$ cat config.mk
export PLATFORM = sky130hd
export DESIGN_NAME = bmc_rx_pulse_width_classifier
export DESIGN_NICKNAME = d
export VERILOG_FILES = /design/src/rtl/bmc_rx_classifier_pkg.sv /design/src/rtl/bmc_rx_pulse_width_classifier.sv
export SDC_FILE = /design/constraint.sdc
export NUM_CORES = 1
export LEC_CHECK = 0
export BUFFER_PORTS_ARGS = -buffer_cell sky130_fd_sc_hd__buf_2
export CAP_MARGIN = 20
export CORE_MARGIN = 10
export CORE_UTILIZATION = 25
export DETAILED_ROUTE_END_ITERATION = 8
export SLEW_MARGIN = 30
export SYNTH_ARGS = -nofsm -noshare
export SYNTH_HDL_FRONTEND = slang
export SYNTH_SLANG_ARGS = --single-unit
$ cat constraint.sdc
create_clock -name sys_clk_i -period 2.3 [get_ports sys_clk_i]
set_clock_uncertainty 0.1 [all_clocks]
set_input_delay 0.69 -clock sys_clk_i [delete_from_list [all_inputs] [get_ports sys_clk_i]]
set_output_delay 0.69 -clock sys_clk_i [all_outputs]
set_load 0.005 [all_outputs]
$ cat src/rtl/bmc_rx_classifier_pkg.sv
// Package for the receive pulse-width classifier.
// Assumes byte-wide management registers reached by a 16-bit address.
package bmc_rx_classifier_pkg;

    localparam int          ADDR_W   = 16;
    localparam int          DATA_W   = 8;
    localparam int          NUM_REGS = 8;

    // Register addresses
    localparam logic [15:0] HI_FB_MAX_ADDR = 16'h1aa0;
    localparam logic [15:0] HI_FB_MIN_ADDR = 16'h1aa1;
    localparam logic [15:0] LO_FB_MAX_ADDR = 16'h1aa2;
    localparam logic [15:0] LO_FB_MIN_ADDR = 16'h1aa3;
    localparam logic [15:0] HI_HB_MAX_ADDR = 16'h1aa4;
    localparam logic [15:0] HI_HB_MIN_ADDR = 16'h1aa5;
    localparam logic [15:0] LO_HB_MAX_ADDR = 16'h1aa6;
    localparam logic [15:0] LO_HB_MIN_ADDR = 16'h1aa7;

    // Register indices within the threshold bank
    localparam logic [2:0]  HI_FB_MAX_IDX = 3'h0;
    localparam logic [2:0]  HI_FB_MIN_IDX = 3'h1;
    localparam logic [2:0]  LO_FB_MAX_IDX = 3'h2;
    localparam logic [2:0]  LO_FB_MIN_IDX = 3'h3;
    localparam logic [2:0]  HI_HB_MAX_IDX = 3'h4;
    localparam logic [2:0]  HI_HB_MIN_IDX = 3'h5;
    localparam logic [2:0]  LO_HB_MAX_IDX = 3'h6;
    localparam logic [2:0]  LO_HB_MIN_IDX = 3'h7;

    localparam logic [7:0]  THRESH_RESET  = 8'h00;
    localparam logic [7:0]  RDATA_UNMAPPED = 8'h00;

    // Software programming guidance, not used by hardware
    localparam logic [7:0]  REC_FB_MAX = 8'hca;
    localparam logic [7:0]  REC_FB_MIN = 8'h74;
    localparam logic [7:0]  REC_HB_MAX = 8'h6e;
    localparam logic [7:0]  REC_HB_MIN = 8'h30;

    // Interval length counter
    localparam logic [7:0]  LEN_SAT    = 8'hff;
    localparam logic [7:0]  LEN_FIRST  = 8'h01;
    localparam logic [7:0]  LEN_RESET  = 8'h00;

    typedef struct packed {
        logic                wr;
        logic                rd;
        logic [ADDR_W-1:0]   addr;
        logic [DATA_W-1:0]   wdata;
    } reg_req_s;

    typedef struct packed {
        logic valid;
        logic value;
    } rx_bit_s;

    typedef enum logic [1:0] {CLASS_NONE, CLASS_HALF, CLASS_FULL} interval_class_e;

endpackage

$ cat src/rtl/bmc_rx_pulse_width_classifier.sv
// Receive pulse-width classifier and bit former for a biphase mark line.
// Assumes rx_level_i is already synchronous to sys_clk_i and deglitched.
//
// Operation
// - High interval is full bit only strictly between high full min and max.
// - Low interval is full bit only strictly between low full min and max.
// - High interval is half bit only strictly between high half min and max.
// - Low interval is half bit only strictly between low half min and max.
// - High full-bit maximum: 8-bit cycle count, suggested 202.
// - High full-bit minimum: 8-bit cycle count, suggested 116.
// - Low full-bit maximum: 8-bit cycle count, suggested 202.
// - Low full-bit minimum: 8-bit cycle count, suggested 116.
// - High half-bit maximum: 8-bit cycle count, suggested 110.
// - High half-bit minimum: 8-bit cycle count, suggested 48.
// - Low half-bit maximum: 8-bit cycle count, suggested 110.
// - Low half-bit minimum: 8-bit cycle count, suggested 48.
`timescale 1ns/100ps

module bmc_rx_pulse_width_classifier
    import bmc_rx_classifier_pkg::*;
(
    input  wire logic              sys_clk_i,
    input  wire logic              rst_i,
    input  wire reg_req_s          reg_req_i,
    output logic [DATA_W-1:0]      reg_rdata_o,
    input  wire logic              rx_level_i,
    output rx_bit_s                rx_bit_o,
    output logic                   interval_error_o
);

    ////////////////////////////////////////////////////////////////////////////
    // Threshold bank

    logic [7:0]      thresh [NUM_REGS];
    logic            addr_hit;
    logic [2:0]      addr_idx;

    function automatic logic in_window(input logic [7:0] len,
                                       input logic [7:0] lo,
                                       input logic [7:0] hi);
        in_window = (len > lo) && (len < hi);
    endfunction

    // Bank occupies a contiguous block of eight byte addresses
    assign addr_hit = (reg_req_i.addr >= HI_FB_MAX_ADDR) && (reg_req_i.addr <= LO_HB_MIN_ADDR);
    assign addr_idx = reg_req_i.addr[2:0];

    always_ff @(posedge sys_clk_i)
    begin
        if (rst_i)
        begin
            for (int i = 0; i < NUM_REGS; i++)
            begin
                thresh[i] <= THRESH_RESET;
            end
        end
        else if (reg_req_i.wr && addr_hit)
        begin
            thresh[addr_idx] <= reg_req_i.wdata;
        end
    end

    always_ff @(posedge sys_clk_i)
    begin
        if (rst_i)
        begin
            reg_rdata_o <= RDATA_UNMAPPED;
        end
        else if (reg_req_i.rd)
        begin
            reg_rdata_o <= addr_hit ? thresh[addr_idx] : RDATA_UNMAPPED;
        end
    end

    ////////////////////////////////////////////////////////////////////////////
    // Interval measurement

    logic            rx_prev;
    logic            armed;
    logic [7:0]      len;
    logic            edge_seen;

    assign edge_seen = rx_level_i != rx_prev;

    always_ff @(posedge sys_clk_i)
    begin
        if (rst_i)
        begin
            rx_prev <= 1'b0;
        end
        else
        begin
            rx_prev <= rx_level_i;
        end
    end

    // First interval after reset has no known start, so it is never judged
    always_ff @(posedge sys_clk_i)
    begin
        if (rst_i)
        begin
            armed <= 1'b0;
        end
        else if (edge_seen)
        begin
            armed <= 1'b1;
        end
    end

    // Saturation keeps overlong levels outside every 8-bit window
    always_ff @(posedge sys_clk_i)
    begin
        if (rst_i)
        begin
            len <= LEN_RESET;
        end
        else if (edge_seen)
        begin
            len <= LEN_FIRST;
        end
        else if (len != LEN_SAT)
        begin
            len <= len + LEN_FIRST;
        end
    end

    ////////////////////////////////////////////////////////////////////////////
    // Classification

    logic            hi_full;
    logic            lo_full;
    logic            hi_half;
    logic            lo_half;
    interval_class_e next_class;

    assign hi_full = in_window(len, thresh[HI_FB_MIN_IDX], thresh[HI_FB_MAX_IDX]);
    assign lo_full = in_window(len, thresh[LO_FB_MIN_IDX], thresh[LO_FB_MAX_IDX]);
    assign hi_half = in_window(len, thresh[HI_HB_MIN_IDX], thresh[HI_HB_MAX_IDX]);
    assign lo_half = in_window(len, thresh[LO_HB_MIN_IDX], thresh[LO_HB_MAX_IDX]);

    // Full window wins if software lets the windows overlap
    always_comb
    begin
        next_class = CLASS_NONE;
        if (rx_prev ? hi_full : lo_full)
        begin
            next_class = CLASS_FULL;
        end
        else if (rx_prev ? hi_half : lo_half)
        begin
            next_class = CLASS_HALF;
        end
    end

    ////////////////////////////////////////////////////////////////////////////
    // Bit forming

    logic            half_pending;
    logic            judge;

    assign judge = edge_seen && armed;

    always_ff @(posedge sys_clk_i)
    begin
        if (rst_i)
        begin
            half_pending     <= 1'b0;
            rx_bit_o         <= '0;
            interval_error_o <= 1'b0;
        end
        else
        begin
            rx_bit_o         <= '0;
            interval_error_o <= 1'b0;
            if (judge)
            begin
                case (next_class)
                    CLASS_FULL:
                    begin
                        rx_bit_o     <= '{valid: 1'b1, value: 1'b0};
                        half_pending <= 1'b0;
                    end
                    CLASS_HALF:
                    begin
                        if (half_pending)
                        begin
                            rx_bit_o <= '{valid: 1'b1, value: 1'b1};
                        end
                        half_pending <= !half_pending;
                    end
                    default:
                    begin
                        interval_error_o <= 1'b1;
                        half_pending     <= 1'b0;
                    end
                endcase
            end
        end
    end
endmodule

==> After elaboration in Yosys (flattened, before gate mapping) <==
Memories as Yosys holds them, arrays and structs flattened.
Cells that the tools add are included.
W data, S select, Z words.
{ "classes": {"n_addsub": 1, "order_cmp": 10, "eq_ne": 4, "mux": 19, "n_bitwise": 1, "reduce_logical": 13} }
{ "ops": {"columns": ["operator", "n"], "rows": [
  ["$gt A8 B8 Y1", 4],
  ["$lt A8 B8 Y1", 4],
  ["$ge A16 B13 Y1 const B", 1],
  ["$le A16 B13 Y1 const B", 1],
  ["$mux W8", 2],
  ["$mux W1", 13],
  ["$add A8 B1 Y8 const B", 1],
  ["$ne A8 B8 Y1 const B", 1],
  ["$reduce_or A8 Y1", 1],
  ["$logic_and A1 B1 Y1", 7],
  ["$reduce_or A2 Y1", 3],
  ["$mux W2", 2],
  ["$pmux W2 S2", 1],
  ["$mux W3", 1],
  ["$eq A2 B1 Y1 const B", 1],
  ["$eq A2 B2 Y1 const B", 1],
  ["$reduce_bool A2 Y1", 1],
  ["$logic_not A1 Y1", 1],
  ["$ne A1 B1 Y1", 1],
  ["$not A1 Y1", 1]
]} }
{ "word_totals": {"ff_bits": 22, "ram_bits": 64, "word_cells": 58, "n_memories": 1} }
{ "memory_table": {"columns": ["name", "depth", "word_bits", "rd", "rd_ports_with_merged_regs", "wr", "line_no", "source"], "rows": [
  ["thresh", 8, 8, 9, 0, 8, "bmc_rx_pulse_width_classifier.sv:34", "logic [7:0] thresh [NUM_REGS];"]
]} }

==> Logic depth before layout (Yosys ltp) <==
An unclocked memory read counts as a cell.
{ "logic_depth": {"depth_word": 9, "ltp_mapped": 8, "mapped_depth_nobuf": 8} }

==> Worst setup path before layout <==
OpenSTA, ideal clock, no wires.
{ "synth_timing": {"path_type": "in2reg", "start": "input reg_req_i[14] (netlist name)", "end": "memory thresh[1][0], enable pin", "setup_ps": 309, "arrival_time_ps": 1852, "setup_slack_ps": 38, "path_stages": 6, "path_buffers": 0, "cell_sequence": "nor3b_1 -> nand4_1 -> nor4_4 -> nand2b_2 -> nor3_2 -> or2_2"} }
{ "synth_rtl": {"columns": ["item", "line_no", "source"], "rows": [
  ["start, declared", "bmc_rx_pulse_width_classifier.sv:24", "input wire reg_req_s reg_req_i,"],
  ["end, declared", "bmc_rx_pulse_width_classifier.sv:34", null]
]} }

==> Final worst setup path <==
{ "layout_timing": {"start": "register len[6]", "end": "register rx_bit_o[1] (netlist name)"} }
{ "layout_between": {"elab_chain_cells": 7, "word_cells_on_any_way": 19, "classes_between": "order compare (8); eq/ne (2); mux (5); reduce/logical (4)"} }
{ "layout_lines": {"columns": ["item", "line_no", "source"], "rows": [
  ["start, declared", "bmc_rx_pulse_width_classifier.sv:80", "logic [7:0] len;"],
  ["start signal, assigned", "bmc_rx_pulse_width_classifier.sv:123", "len <= len + LEN_FIRST;"],
  ["$gt A8 B8 Y1 or $lt A8 B8 Y1 (tied branches)", "bmc_rx_pulse_width_classifier.sv:41", "in_window = (len > lo) && (len < hi);"],
  ["$logic_and A1 B1 Y1", "bmc_rx_pulse_width_classifier.sv:41", null],
  ["$mux W1 (2 in series)", "bmc_rx_pulse_width_classifier.sv:149", "else if (rx_prev ? hi_half : lo_half)"],
  ["$mux W2 (*)", "bmc_rx_pulse_width_classifier.sv:145", "if (rx_prev ? hi_full : lo_full)"],
  ["$eq A2 B1 Y1 or $eq A2 B2 Y1 (tied branches)", "bmc_rx_pulse_width_classifier.sv:177", "case (next_class)"],
  ["$pmux W2 S2 (*)", "bmc_rx_pulse_width_classifier.sv:177", null],
  ["end signal, assigned", "bmc_rx_pulse_width_classifier.sv:180", "rx_bit_o <= '{valid: 1'b1, value: 1'b0};"],
  ["end signal, assigned", "bmc_rx_pulse_width_classifier.sv:187", "rx_bit_o <= '{valid: 1'b1, value: 1'b1};"],
  ["end, declared", "bmc_rx_pulse_width_classifier.sv:27", "output rx_bit_s rx_bit_o,"]
]} }
Mark *: on every way between the ends. The rest lies on a longest branch, timed or not.
A chain may end at the register's enable or synchronous reset.

==> impl_metrics.tcl <==
set metrics [dict create \
    status "completed" \
    critPathLaunchType "register" \
    min_period_over_period 0.9359 \
    p_total_mw 3.696 \
    p_per_area_mw_per_mm2 572.9 \
    crit_required_ps 2440 \
    whs_ps 375.1 \
    ys_seq_area_frac 0.4422 \
    first_pass_iters 4 \
    drive_gt1_frac 0.2504 \
    fin_util 0.3069 \
    syn-num-nets 583 \
    p_leak_nw 2.811 \
    synthTopCellsByCount "and2_1, edfxtp_1, ha_1" \
    port_buffers 39 \
    synth-async-reset-ratio 0 \
    io_pins 40 \
    clk_pin_slew_ps 70 \
    cts_sinks 86 \
    tns_ps 0 \
    cts_buffers 9 \
    finalHoldViolations 0 \
    hold_start "armed" \
    grt_max_degree 22 \
    path_cells "buf_12 > ha_1 > buf_4 > a21oi_1 > a21boi_0 > o311a_1 > o21ai_0 > a21oi_1" \
    setup_ws_ps 147.5 \
    path_class "reg -> reg" \
    drc 0 \
    synth_top_cell_area_share 0.3597 \
    max_stage_delay_ps 390 \
    grt_usage 0.1023 \
    hpwl_um 11390 \
    worstSetupEndpointType "register" \
    synth_flop_cell "edfxtp_1" \
    start_util 0.2542 \
    drt_iter0_drc 270 \
    rsz0062_at_grt "true" \
    instances_no_fill 850 \
    die_h_um 166.2 \
    routed_wirelength_um 14010 \
    clockBufferDepth 2 \
    post_dp_cell_area_mm2 0.006122 \
    final-setup-viol-count 0 \
    worstMarginPinSlew_ps 402.5 \
    critPathLaunch "len[6]" \
    ant_nets 0 \
    synthTopCellsByArea "edfxtp_1, ha_1, dfxtp_1" \
    std_cell_rows 53 \
    fin_area_mm2 0.006451 \
    n_antenna_cell 0 \
    grt_pass1_wl_um 21980 \
    relSlewSlack 0.7317 \
    cts_root_buf "clkbuf_16" \
    cp_common_cell "a21oi_1" \
    min_path_type "reg -> reg" \
    overflow 0 \
    vias 3813 \
    vdd_drop_max_uv 355.4 \
    syn_area_mm2 0.005343 \
    r2r-start "len[6]" \
    ys_ff_latch 86 \
    die-width_um 166.2 \
    worstPathMaxFanout 8 \
    avgViaCountPerCell 4.486 \
    synth.most_common_cell "and2_1" \
    post_cts_buffers 0 \
    grt_pass1_vias 3858 \
    placedCellCount 834 \
    synth.largest_area_cell "edfxtp_1" \
    slew_violations 0 \
    synthCells 493 \
    cap_violations 0 \
    fp.dieArea_mm2 0.02762 \
    gp_congestion 0.8592 \
    critPathArrivalTime_ps 2300 \
    nNetsFinal 660 \
    crit_slowest_cell "dfxtp_2" \
    cts_tree "yes" \
    ys_types 46 \
    area_growth_syn_to_layout_pct 20.75 \
    core_area_mm2 0.02102 \
    synth_edf_count 64 \
    dpl_worst_slack_ps -122.9 \
    clock_latency_ps 360 \
    cp_num_buf_inv 2 \
    wl_per_cell_um 16.48 \
    avgSynthCellArea_um2 10.84 \
    max_freq_mhz 464.6 \
    postCtsHoldBufs 0 \
    antenna_found_initial 2 \
    critPathTopFamily "compound AO/OA/AOI/OAI gates" \
    yosys_warnings 0 \
    h-tree-depth 3 \
    fin_crit_ps 2152 \
]
## repair_timing
item | in CTS | in global routing
pin swaps | 0 | 2
endpoints found under the setup margin | 1 | 4
resized for setup | 1 | 6
## area by class of cell
| type | count | area, um2 |
|---|---|---|
| inverter | 58 | 217.7 |
| timing repair buffer | 75 | 478.0 |
| multi-input combinational | 340 | 2733 |
| fill | 2155 | 14570 |
| clock buffer | 9 | 225.2 |
| clock inverter | 7 | 86.33 |
| sequential | 86 | 2367 |
| tap | 275 | 344.1 |
## cell families after synthesis
logic type,share of synthesized area
flops,0.4422
buf+inv,0.04871
simple gates,0.2037
mux,0.08618
fa+ha+maj,0.1429
xor+xnor,0.006559
compound gates,0.06979
## layout by cell type (no fill, tap or decap), drive strengths merged, types with 2 or more instances in the layout
cell and n:
or2 10, ha 61, o311a 2, o21ai 11, mux2 8, nor3b 2, a211oi 2, and3 2
or3 2, and2 65, a21boi 2, nand4 15, nor4 2, xor2 3, o211ai 4, a21oi 30
nand2b 3, dfxtp 22, clkbuf 9, a2111oi 3, mux4 16, nand3 15, nand2 12, o31ai 3
nor2 37, nor3 6, edfxtp 64, buf 75, nor2b 17, inv 63
## worst min-delay path: stages, from the launching register on
cell	delay, ps
dfxtp_1	330
nor2_1	50
nor2_1	70
## report_power, final
| part | switching (mW) | internal, mW | total (mW) | leakage (nW) |
|---|---|---|---|---|
| sequential | 0.0626 | 1.73 | 1.79 | 0.788 |
| combinational | 0.203 | 0.168 | 0.371 | 1.87 |
| clock | 0.667 | 0.867 | 1.53 | 0.151 |
| total | 0.932 | 2.76 | 3.70 | 2.81 |
## routing by layer
metal | track usage | vias to the layer above | routed length (um)
met4 | 0.03428 | 4 | 256
met2 | 0.1494 | 81 | 6005
met3 | 0.03289 | 24 | 763
met1 | 0.1386 | 1792 | 6963
li1 | - | 1912 | -
met5 | 0 | - | 21
## registers in the layout, indices dropped and copies added (netlist names)
register / flops
armed: 1
half_pending: 1
interval_error_o: 1
len: 8
reg_rdata_o: 8
rx_bit_o: 2
rx_prev: 1
thresh: 64
## path summary, 6_finish.rpt
check / end / slack, ps / cells past startpoint
setup / recovery: rx_bit_o[1] / 150 / 8
hold reg to reg: armed / 380 / 2
setup reg to reg: rx_bit_o[1] / 150 / 8
hold / removal: armed / 380 / 2
Note: power is estimated with default switching activity, not from simulation.
